==> config.mk <==
export PLATFORM = sky130hd
export DESIGN_NAME = ocp_top
export DESIGN_NICKNAME = d
export VERILOG_FILES = /design/src/hdl/ocp_pkg.sv /design/src/hdl/ocp_top.sv /design/src/hdl/ocp_channel.sv
export SDC_FILE = /design/constraint.sdc
export NUM_CORES = 1
export LEC_CHECK = 0
export ABC_AREA = 1
export BUFFER_PORTS_ARGS = -buffer_cell sky130_fd_sc_hd__clkbuf_2
export CORE_MARGIN = 2
export CORE_UTILIZATION = 40
export CTS_CLUSTER_DIAMETER = 60
export CTS_CLUSTER_SIZE = 40
export DETAILED_ROUTE_END_ITERATION = 16
export GPL_TIMING_DRIVEN = 0
export PLACE_DENSITY = 0.56
export SLEW_MARGIN = 30
export SYNTH_ARGS = -nofsm -noshare
export SYNTH_HDL_FRONTEND = slang
export SYNTH_SLANG_ARGS = --single-unit
export TNS_END_PERCENT = 100
==> constraint.sdc <==
create_clock -name core_clk -period 5.2 [get_ports core_clk]
set_clock_uncertainty 0.05 [all_clocks]
set_input_delay 1.04 -clock core_clk [delete_from_list [all_inputs] [get_ports core_clk]]
set_output_delay 1.04 -clock core_clk [all_outputs]
set_load 0.02 [all_outputs]
==> src/hdl/ocp_pkg.sv <==
// package for the output contact pulse latch block
package ocp_pkg;
   // ---------------------------------------------------------------
   // register map (consecutive word addresses, one per register)
   // ---------------------------------------------------------------
   localparam logic [3:0] OCP_ADDR_MODE = 4'h0;
   localparam logic [3:0] OCP_ADDR_TRIP_TIME = 4'h1;
   localparam logic [3:0] OCP_ADDR_SPARE1_TIME = 4'h2;
   localparam logic [3:0] OCP_ADDR_SPARE2_TIME = 4'h3;
   localparam logic [3:0] OCP_ADDR_SPARE3_TIME = 4'h4;
   localparam logic [3:0] OCP_ADDR_STATUS = 4'h5;
   localparam logic [3:0] OCP_ADDR_RESET = 4'h6;
   // ---------------------------------------------------------------
   // fields
   // ---------------------------------------------------------------
   localparam int OCP_NUM_OUT = 4;
   localparam int OCP_TIME_W = 5;
   localparam logic [3:0] OCP_MODE_RESET = 4'h0;
   localparam int OCP_BIT_SPARE1_BLOCK = 4;
   localparam int OCP_BIT_SPARE2_LOCKOUT = 5;
   localparam int OCP_BIT_SPARE3_OOS = 6;
   localparam int OCP_MODE_W = 7;
   localparam int OCP_BIT_UNIT_RESET = 0;
   // ---------------------------------------------------------------
   // time settings in tenths of a second
   // ---------------------------------------------------------------
   localparam logic [4:0] OCP_TIME_MIN = 5'h01;
   localparam logic [4:0] OCP_TIME_MAX = 5'h14;
   localparam logic [4:0] OCP_TIME_DEFAULT = 5'h02;
   localparam int OCP_REPEAT_S = 3;
   localparam int OCP_TICK_PER_S = 10;
   localparam logic [5:0] OCP_REPEAT_TICKS = 6'(OCP_REPEAT_S * OCP_TICK_PER_S);
   localparam int OCP_CLK_HZ = 100_000_000;
   localparam int OCP_TICK_MS = 100;
   localparam int OCP_TICK_CYCLES = OCP_CLK_HZ / 1000 * OCP_TICK_MS;
   // ---------------------------------------------------------------
   // per-output state
   // ---------------------------------------------------------------
   typedef enum logic [3:0]
   {
      OCP_IDLE = 4'b0001,
      OCP_PULSE = 4'b0010,
      OCP_WAIT = 4'b0100,
      OCP_HOLD = 4'b1000
   } ocp_state_type;
endpackage : ocp_pkg

==> src/hdl/ocp_top.sv <==
// output contact pulse latch top: avalon slave, time base, four channels
//
// Added by the designer: the Avalon-MM register port and the placing of the registers.
`timescale 1ns/100ps
module ocp_top
   import ocp_pkg::*;
#(
   // clock cycles per 0.1 s tick; a bench may shorten it to reach the timed paths
   parameter int TICK_CYCLES = OCP_TICK_CYCLES
)
(
   // clock and reset
   input wire logic core_clk,
   input wire logic rst,
   // avalon-mm slave
   input wire logic [3:0] avs_address,
   input wire logic avs_read,
   input wire logic avs_write,
   input wire logic [31:0] avs_writedata,
   output logic [31:0] avs_readdata,
   output logic avs_waitrequest,
   // fault requests: trip, first, second, third spare
   input wire logic [OCP_NUM_OUT-1:0] fault_req,
   input wire logic ext_unit_reset,
   // contact coils
   output logic [OCP_NUM_OUT-1:0] coil_drive
);
   // ---------------------------------------------------------------
   // registers
   // ---------------------------------------------------------------
   logic [OCP_MODE_W-1:0] mode_reg;
   logic [OCP_TIME_W-1:0] time_reg [OCP_NUM_OUT];
   logic ack_reg;
   logic unit_reset_reg;
   logic [23:0] div_reg;
   logic tick_reg;
   wire logic [OCP_NUM_OUT-1:0] coil_w;
   wire logic [OCP_NUM_OUT-1:0] busy_w;

   // ---------------------------------------------------------------
   // bus decode
   // ---------------------------------------------------------------
   // one wait state: ack rises the cycle after the request
   wire logic req = (avs_read || avs_write) && !ack_reg;
   wire logic wr_en = avs_write && ack_reg;
   wire logic wr_mode = wr_en && (avs_address == OCP_ADDR_MODE);
   wire logic wr_reset = wr_en && (avs_address == OCP_ADDR_RESET) && avs_writedata[OCP_BIT_UNIT_RESET];
   wire logic [OCP_TIME_W-1:0] wdat_time = avs_writedata[OCP_TIME_W-1:0];
   // time writes whose low 5 bits are out of range are ignored, setting keeps its value
   wire logic time_ok = (wdat_time >= OCP_TIME_MIN) && (wdat_time <= OCP_TIME_MAX);
   wire logic [3:0] time_idx = avs_address - OCP_ADDR_TRIP_TIME;
   wire logic time_sel = (avs_address >= OCP_ADDR_TRIP_TIME) && (avs_address <= OCP_ADDR_SPARE3_TIME);
   logic [31:0] rd_mux;

   always_comb
   begin
      rd_mux = 32'h0000_0000;
      if (avs_address == OCP_ADDR_MODE)
         rd_mux = {25'h0, mode_reg};
      else if (time_sel)
         rd_mux = {27'h0, time_reg[time_idx[1:0]]};
      else if (avs_address == OCP_ADDR_STATUS)
         rd_mux = {24'h0, busy_w, coil_drive};
   end

   always_ff @(posedge core_clk or posedge rst)
   begin
      if (rst)
         ack_reg <= 1'b0;
      else
         ack_reg <= req;
   end

   always_ff @(posedge core_clk or posedge rst)
   begin
      if (rst)
         avs_readdata <= 32'h0000_0000;
      else if (req)
         avs_readdata <= rd_mux;
   end

   always_ff @(posedge core_clk or posedge rst)
   begin
      if (rst)
         avs_waitrequest <= 1'b1;
      else
         avs_waitrequest <= !req;
   end

   // mode register: bits 3:0 one per output, 1 = pulsed; bits 6:4 force spares 1 to 3 latched
   always_ff @(posedge core_clk or posedge rst)
   begin
      if (rst)
         mode_reg <= {3'h0, OCP_MODE_RESET};
      else if (wr_mode)
         mode_reg <= avs_writedata[OCP_MODE_W-1:0];
   end

   // time settings, one register per output
   genvar g;
   generate
      for (g = 0; g < OCP_NUM_OUT; g++)
      begin : g_time
         always_ff @(posedge core_clk or posedge rst)
         begin
            if (rst)
               time_reg[g] <= OCP_TIME_DEFAULT;
            else if (wr_en && time_sel && time_idx == 4'(g) && time_ok)
               time_reg[g] <= wdat_time;
         end
      end
   endgenerate

   // unit reset pulse from software or the reset input
   always_ff @(posedge core_clk or posedge rst)
   begin
      if (rst)
         unit_reset_reg <= 1'b0;
      else
         unit_reset_reg <= wr_reset || ext_unit_reset;
   end

   // ---------------------------------------------------------------
   // 0.1 s time base
   // ---------------------------------------------------------------
   localparam logic [23:0] DIV_LAST = 24'(TICK_CYCLES - 1);
   always_ff @(posedge core_clk or posedge rst)
   begin
      if (rst)
      begin
         div_reg <= 24'h00_0000;
         tick_reg <= 1'b0;
      end
      else
      begin
         tick_reg <= (div_reg == DIV_LAST);
         div_reg <= (div_reg == DIV_LAST) ? 24'h00_0000 : div_reg + 24'h00_0001;
      end
   end

   // ---------------------------------------------------------------
   // channel modes
   // ---------------------------------------------------------------
   // blocked or out of service spares are held latched so their time is unused
   wire logic [OCP_NUM_OUT-1:0] pulsed_w;
   assign pulsed_w[0] = mode_reg[0];
   assign pulsed_w[1] = mode_reg[1] && !mode_reg[OCP_BIT_SPARE1_BLOCK];
   assign pulsed_w[2] = mode_reg[2] && !mode_reg[OCP_BIT_SPARE2_LOCKOUT];
   assign pulsed_w[3] = mode_reg[3] && !mode_reg[OCP_BIT_SPARE3_OOS];

   generate
      for (g = 0; g < OCP_NUM_OUT; g++)
      begin : g_chan
         ocp_channel #(
            .REPEAT_EN(g == 0)
         ) u_chan (
            .core_clk(core_clk),
            .rst(rst),
            .tick(tick_reg),
            .pulsed(pulsed_w[g]),
            .pulse_ticks(time_reg[g]),
            .fault(fault_req[g]),
            .unit_reset(unit_reset_reg),
            .coil(coil_w[g]),
            .busy(busy_w[g])
         );
      end
   endgenerate

   always_ff @(posedge core_clk or posedge rst)
   begin
      if (rst)
         coil_drive <= {OCP_NUM_OUT{1'b0}};
      else
         coil_drive <= coil_w;
   end

   // waitrequest drops exactly one cycle after a request begins
   AST_BUS_ANSWER: assert property (@(posedge core_clk) disable iff (rst)
      ($rose(avs_read || avs_write) && avs_waitrequest) |=> !avs_waitrequest)
      else $error("bus answer late");
   AST_TIME_RANGE: assert property (@(posedge core_clk) disable iff (rst)
      time_reg[0] >= OCP_TIME_MIN && time_reg[0] <= OCP_TIME_MAX)
      else $error("trip time out of range");
   AST_TICK_ONE: assert property (@(posedge core_clk) disable iff (rst)
      tick_reg |=> !tick_reg)
      else $error("tick longer than one cycle");
endmodule : ocp_top

==> src/hdl/ocp_channel.sv <==
// one output contact channel: pulsed or latched drive
`timescale 1ns/100ps
module ocp_channel
   import ocp_pkg::*;
#(
   parameter bit REPEAT_EN = 1'b0
)
(
   // clock and reset
   input wire logic core_clk,
   input wire logic rst,
   // time base and settings
   input wire logic tick,
   input wire logic pulsed,
   input wire logic [OCP_TIME_W-1:0] pulse_ticks,
   // request and unit reset
   input wire logic fault,
   input wire logic unit_reset,
   // coil drive
   output logic coil,
   output logic busy
);
   // ---------------------------------------------------------------
   // state and counter
   // ---------------------------------------------------------------
   ocp_state_type state_reg, state_next;
   logic [5:0] cnt_reg, cnt_next;
   wire logic [5:0] cnt_inc = cnt_reg + 6'h01;
   wire logic pulse_done = tick && (cnt_inc >= {1'b0, pulse_ticks});
   wire logic repeat_done = tick && (cnt_inc >= OCP_REPEAT_TICKS);

   // next state for pulsed and latched behaviour
   always_comb
   begin
      state_next = state_reg;
      cnt_next = cnt_reg;
      unique case (state_reg)
         OCP_IDLE:
         begin
            cnt_next = 6'h00;
            if (fault && !pulsed)
               state_next = OCP_HOLD;
            else if (fault)
               state_next = OCP_PULSE;
         end
         OCP_PULSE:
         begin
            if (tick)
               cnt_next = cnt_inc;
            if (pulse_done)
               state_next = OCP_WAIT;
         end
         OCP_WAIT:
         begin
            if (tick)
               cnt_next = cnt_inc;
            if (REPEAT_EN && fault && repeat_done)
            begin
               state_next = OCP_PULSE;
               cnt_next = 6'h00;
            end
            else if (!fault && (!REPEAT_EN || repeat_done))
               state_next = OCP_IDLE;
            else if (!REPEAT_EN && !fault)
               state_next = OCP_IDLE;
         end
         OCP_HOLD:
         begin
            if (!fault && unit_reset)
               state_next = OCP_IDLE;
         end
      endcase
   end

   // state registers; coil from a flip-flop
   always_ff @(posedge core_clk or posedge rst)
   begin
      if (rst)
      begin
         state_reg <= OCP_IDLE;
         cnt_reg <= 6'h00;
      end
      else
      begin
         state_reg <= state_next;
         cnt_reg <= cnt_next;
      end
   end

   always_ff @(posedge core_clk or posedge rst)
   begin
      if (rst)
         coil <= 1'b0;
      else
         coil <= (state_next == OCP_PULSE) || (state_next == OCP_HOLD);
   end

   assign busy = (state_reg != OCP_IDLE);

   // pulse does not end before the setting in ticks is reached
   AST_PULSE_HOLD: assert property (@(posedge core_clk) disable iff (rst)
      (state_reg == OCP_PULSE && !pulse_done) |=> state_reg == OCP_PULSE)
      else $error("pulse ended early");
   AST_LATCH_STAYS: assert property (@(posedge core_clk) disable iff (rst)
      (state_reg == OCP_HOLD && fault) |=> state_reg == OCP_HOLD)
      else $error("latched output dropped under fault");
   AST_LATCH_RELEASE: assert property (@(posedge core_clk) disable iff (rst)
      (state_reg == OCP_HOLD && !fault && unit_reset) |=> !coil)
      else $error("latched output not released");
   AST_REPEAT: assert property (@(posedge core_clk) disable iff (rst)
      (REPEAT_EN && state_reg == OCP_WAIT && fault && repeat_done) |=> ##[0:1] coil)
      else $error("trip pulse did not repeat");
   AST_NO_REPEAT_SPARE: assert property (@(posedge core_clk) disable iff (rst)
      (!REPEAT_EN && state_reg == OCP_WAIT) |=> state_reg != OCP_PULSE)
      else $error("spare output repeated");
endmodule : ocp_channel

### Word level (Yosys, flattened, before mapping)

Index checks and enable logic that the tools add are counted.
Widths: inputs -> output; s select.

* logic and storage cells: 184
* input port bits: 45
* register bits after elaboration: 135

* bitwise operators: 1
* reduce and logical (&&, ||, !) cells: 65
* magnitude comparators: 10
* equality and inequality tests: 37
* $add $sub $neg: 6
* mux-type cells: 41

Operators with widths (count)
* $mux 4: 21
* $pmux 4 s4: 4
* $eq 4x2->1 const B: 10
* $pmux 6 s2: 3
* $logic_and 1x1->1: 34
* $eq 4x4->1 const B: 8
* $mux 6: 5
* $add 24x1->24 const B: 1
* $add 6x1->6 const B: 4
* $eq 24x24->1 const B: 1
* $eq 4x3->1 const B: 6
* $ge 6x5->1: 4
* $mux 24: 1
* $mux 8: 3
* $eq 4x1->1 const B: 5
* $pmux 6 s3: 1
* $ne 4x1->1 const B: 4
* $logic_not 1->1: 13
* $bmux 5 s2: 1
* $mux 5: 2
* $logic_not 4->1: 2
* $ge 6x5->1 const B: 1
* $logic_or 1x1->1: 6
* $ne 2x1->1 const B: 3
* other kinds (11): 17

### Logic depth before layout (Yosys ltp)

* word-level depth: 9
* gate-level depth with buffers: 18

### Hierarchy

A second synthesis with hierarchy kept.

* cells, all modules: 931
* area total of the unflattened synthesis: 6984.2 um^2

By module, submodules not included
* ocp_top: cells each 493, area each 3759.9 um^2, instances 1
* ocp_channel at g_chan[1].u_chan ...: cells each 102, area each 773.2 um^2, instances 3
* ocp_channel at g_chan[0].u_chan: cells each 132, area each 904.6 um^2, instances 1

### Worst setup path after synthesis

No wires, ideal clock.

* kind: input -> register
* from: input port avs_address[0]
* to: register time_reg[13] (netlist bit)
* path buffers: 1
* setup time: 0.127 ns
* slack: 2.520 ns
* cell stages on the path: 9
* data required time: 5.023 ns
* arrival: 2.503 ns
* path through: inv_1 clkbuf_1 ha_1 inv_1 o21a_1 nor4_4 nand3b_2 nand2_1 o21ai_0

* longest elaborated chain between the ends: 5
* elaborated cells on any way between the ends: 8
* those cells by class: add/sub (1); order compare (2); eq/ne (1); reduce/logical (4)

Ends and longest elaborated chain
* start, declared: line ocp_top.sv:16 `input wire logic [3:0] avs_address,`
* parallel branches: the longest is 3 deep, another holds $sub 4x1->4
* $logic_and 1x1->1 * (2 in series): line ocp_top.sv:108 `else if (wr_en && time_sel && time_idx == 4'(g) && time_ok)`
* end signal, assigned by index: line ocp_top.sv:109 `time_reg[g] <= wdat_time;`
* end, declared: line ocp_top.sv:32 `logic [OCP_TIME_W-1:0] time_reg [OCP_NUM_OUT];`

Every way passes the cells marked *.
A chain may end at the register's enable or synchronous reset.

### Worst setup path in the final report

* from: input port avs_address[0]
* to: register mode_reg[1]

* longest elaborated chain between the ends: 2

Ends and longest elaborated chain
* $logic_not 4->1: line ocp_top.sv:46 `wire logic wr_mode = wr_en && (avs_address == OCP_ADDR_MODE);`
* $logic_and 1x1->1: line ocp_top.sv:46
* end signal, assigned: line ocp_top.sv:94 `mode_reg <= {3'h0, OCP_MODE_RESET};`
* end signal, assigned: line ocp_top.sv:96 `mode_reg <= avs_writedata[OCP_MODE_W-1:0];`
* end, declared: line ocp_top.sv:31 `logic [OCP_MODE_W-1:0] mode_reg;`

Every way passes these cells.

==> impl_metrics.csv <==
group,metric,value,unit
run_status,outcome,"completed",
pwr,sequentialPowerShare,0.445,
sta,holdWs,296,ps
placement,placement.cell_area,6960,um2
sta,fin_crit_share,0.576,
layout,layout_common_cells,"sky130_fd_sc_hd__nand2_1 (160), sky130_fd_sc_hd__inv_1 (131), sky130_fd_sc_hd__dfrtp_1 (102)",
yosys,synth.cell_area,6410,um2
min_path,worst_hold_endpoint,"coil_drive[0]$_DFF_PP0_",
floorplanning,coreArea,15800,um2
critical_path,worstPathArrival,3180,ps
critical_path,timing.critical_path.from_type,"input port",
floorplanning,design.die.area,17100,um2
cts,post_cts.resized_instances,0,
global_routing,grt_pass1_wl,24000,um
critical_path,required_time_reported_for_the_critical_path_endpoint,5380,ps
layout,multiInputGateArea,3000,um2
yosys,postSynthRegisterBits,111,
placement,setup_ws_pre_cts,1860,ps
critical_path,cp_slowest_cell,"sky130_fd_sc_hd__nor2_1",
min_path,worstHoldStart,"g_chan[0].u_chan.coil$_DFF_PP0_",
global_routing,grt-ovfl-total,0,
pwr,switchingPower,0.855,mW
sta,timing_worst_slew_pin_value,666,ps
routing,drt-initial-drc-count,369,
pwr,maximum_vdd_drop,0.171,mV
global_routing,grt_max_degree,62,
min_path,hold_class,"register to register",
pwr,p_per_area,339,nW/um2
placement,io_buffers,32,
floorplanning,std_cell_rows,46,
critical_path,timing.rr.end,"g_chan[2].u_chan.coil$_DFF_PP0_",
pwr,power,2.47,mW
layout,n_antenna_cell,0,
pwr,p_sw_frac,0.347,
yosys,netlist-cell-type-count,44,
layout,area_growth_syn_to_layout,13.3,%
critical_path,reg2reg_setup_slack,3100,ps
sta,fin_hold_viols,0,
global_routing,globalRouteTotalUtil,0.181,
pwr,clock_power_share,0.291,
critical_path,crit_family,"buffers and inverters",
global_routing,first_global_vias,4805,
cts,clk_root_buffer_cell,"sky130_fd_sc_hd__clkbuf_16",
layout,fill_cells,1587,
floorplanning,floorplan.initialDensity,0.407,
critical_path,worstPathCellList,"clkbuf_2, inv_1, clkbuf_1, ha_1, inv_1, nor2_1, nand2_1, clkbuf_1, nand2_1, o21ai_0",
sta,rsz0062_at_grt,"no",
cts,cts.clk_slew.worst_paths,80,ps
floorplanning,num_io_pins,82,
placement,gp_routability_congestion,0.833,
routing,post_drt_wl_per_cell,13.3,um
critical_path,worst-path-buf-inv,5,
floorplanning,fp.dieH,131,um
sta,fin_setup_tns,0,ps
layout,final_util,0.461,
critical_path,criticalPathCategory,"input port to register",
critical_path,cp-end-kind,"register",
layout,storage_cell_area,2790,um2
pwr,pwr-share-comb,0.264,
routing,route.detailed.vias_per_inst,4.69,
yosys,ys.warnings.count,0,
global_routing,initial_antenna_violation_count,0,
routing,drtAntennaViolNets,0,
critical_path,critical_path.max_fanout,12,
routing,drcViolationCount,0,
cts,cts-htree-levels,3,
layout,layout.cells.most_common,"sky130_fd_sc_hd__nand2_1",
job,maxCapViolCount,0,
layout,layout-drive-gt1-share,0.120,
critical_path,ff_to_ff_path_depth,14,
cts,cts.sinks,111,
sta,post-route-worst-setup-slack,2200,ps
critical_path,r2r_start,"g_chan[2].u_chan.cnt_reg[0]$_DFFE_PP0P_",
sta,maxSlewHeadroom,0.553,
placement,dp_cells,1078,
critical_path,number_of_stages_on_the_worst_setup_path,10,
cts,clock_tree.buffer_depth,2,
layout,stdcell_area,7260,um2
min_path,worst_hold_path.num_cells,0,
cts,tritoncts,"done",
placement,dp_hpwl,11100,um
yosys,synthesis.area_per_instance,7.95,um2
critical_path,largest_stage_delay_worst_path,480,ps
cts,cts_hold_buffers,0,
cts,tritoncts_buffers,9,
sta,max_clk_rate,334,MHz
yosys,synthesis.instances,806,
cts,clock_insertion_delay_worst_skew,360,ps
sta,setup_viol,0,
routing,first_pass_iters,5,
sta,post-route-min-period,3000,ps
floorplanning,die_w,131,um
layout,final_net_count,950,
routing,drt-total-wl,14600,um
sta,finalMaxSlewViolations,0,
routing,via_count,5135,
cts,cts_setup_buffers,0,
pwr,cellLeakagePower,3.68,nW
yosys,synth_seq_area_share,0.435,
pwr,p_int,1.61,mW
layout,post_layout_nonfiller_instances,1094,
[how the worst max path moves through the flow]
stage | end | from | slack (ps)
2_1_floorplan | ack_reg$_DFF_PP0_ | rst | 1190
5_1_grt | mode_reg[1]$_DFFE_PP0P_ | avs_address[0] | 1990
3_3_place_gp | g_chan[2].u_chan.cnt_reg[4]$_DFFE_PP0P_ | rst | -300
6_report | mode_reg[1]$_DFFE_PP0P_ | avs_address[0] | 2200
4_1_cts | mode_reg[1]$_DFFE_PP0P_ | avs_address[0] | 2230
3_5_place_dp | mode_reg[1]$_DFFE_PP0P_ | avs_address[0] | 1860
[Yosys cell counts (all sizes together)]
cell type,instances,share of area
a41o,1,0.0016
o21ai,77,0.061
a221oi,1,0.0014
clkinv,1,0.00078
nor3b,1,0.0012
a22o,2,0.0027
o22ai,10,0.0098
nand4,12,0.012
inv,133,0.078
a21oi,38,0.030
conb,1,0.00058
mux2,1,0.0018
nor4,8,0.012
dfrtp,102,0.40
nor3,12,0.010
clkbuf,6,0.0035
buf,24,0.028
o21a,2,0.0023
a211oi,4,0.0047
a21o,1,0.0012
dfstp,9,0.037
o21bai,2,0.0023
ha,32,0.062
o211ai,2,0.0023
a31oi,1,0.00098
nand3b,3,0.0053
nand2,163,0.097
a22oi,2,0.0023
nor2,71,0.045
xnor2,3,0.0041
nand3,55,0.044
xor2,26,0.036
[cell type report]
class / instances / share of cell area
Multi-Input combinational cell: 554 / 0.413
Sequential cell: 111 / 0.384
Inverter: 134 / 0.0705
Tap cell: 216 / 0.0372
Clock buffer: 11 / 0.0334
Buffer: 30 / 0.0279
Timing Repair Buffer: 33 / 0.0258
Clock inverter: 5 / 0.00792
[power by group through the flow]
| stage | Combinational [mW] | Clock, mW | Sequential, mW |
|---|---|---|---|
| 6_report | 0.652 | 0.717 | 1.10 |
| 5_1_grt | 0.753 | 0.771 | 1.11 |
| 4_1_cts | 0.655 | 0.738 | 1.10 |
| 3_5_place_dp | 0.654 | 0 | 1.11 |
| 3_3_place_gp | 0.641 | 0 | 1.11 |
| 2_1_floorplan | 0.471 | 0 | 1.11 |
[worst register-to-register path, stage by stage (launching register included)]
cell and delay (ps):
sky130_fd_sc_hd__dfrtp_1 440, sky130_fd_sc_hd__ha_1 250, sky130_fd_sc_hd__xor2_1 220, sky130_fd_sc_hd__ha_1 280
sky130_fd_sc_hd__nand2_1 70, sky130_fd_sc_hd__nand2_1 50, sky130_fd_sc_hd__nand2_1 50, sky130_fd_sc_hd__nand2_1 40
sky130_fd_sc_hd__nand2_1 50, sky130_fd_sc_hd__nand2_1 100, sky130_fd_sc_hd__nand2_1 80, sky130_fd_sc_hd__nand2_1 80
sky130_fd_sc_hd__nand2_1 80, sky130_fd_sc_hd__nand2_1 50, sky130_fd_sc_hd__a21oi_1 130
[kinds of logic (layout without fill, tap and decap cells)]
| group | after synthesis | in the layout | synth area share |
|---|---|---|---|
| AOI/OAI and AO/OA | 143 | 143 | 0.123 |
| xor gates and xnor gates | 29 | 29 | 0.0396 |
| adders and majority gates | 32 | 32 | 0.0625 |
| buffers and inverters | 164 | 213 | 0.110 |
| DFF | 111 | 111 | 0.435 |
| muxes | 1 | 1 | 0.00176 |
| other | 1 | 24 | 0.000585 |
| and+or+nand+nor | 325 | 325 | 0.228 |
[metal layers]
metal  global-route usage  vias up  share of wire
li1                     -     2702              -
met2                0.278       70           0.44
met1                0.259     2351           0.51
met3               0.0407       12          0.037
met4               0.0482        0          0.012
met5                    0        -              0
Power figures use the tool's default switching activity.
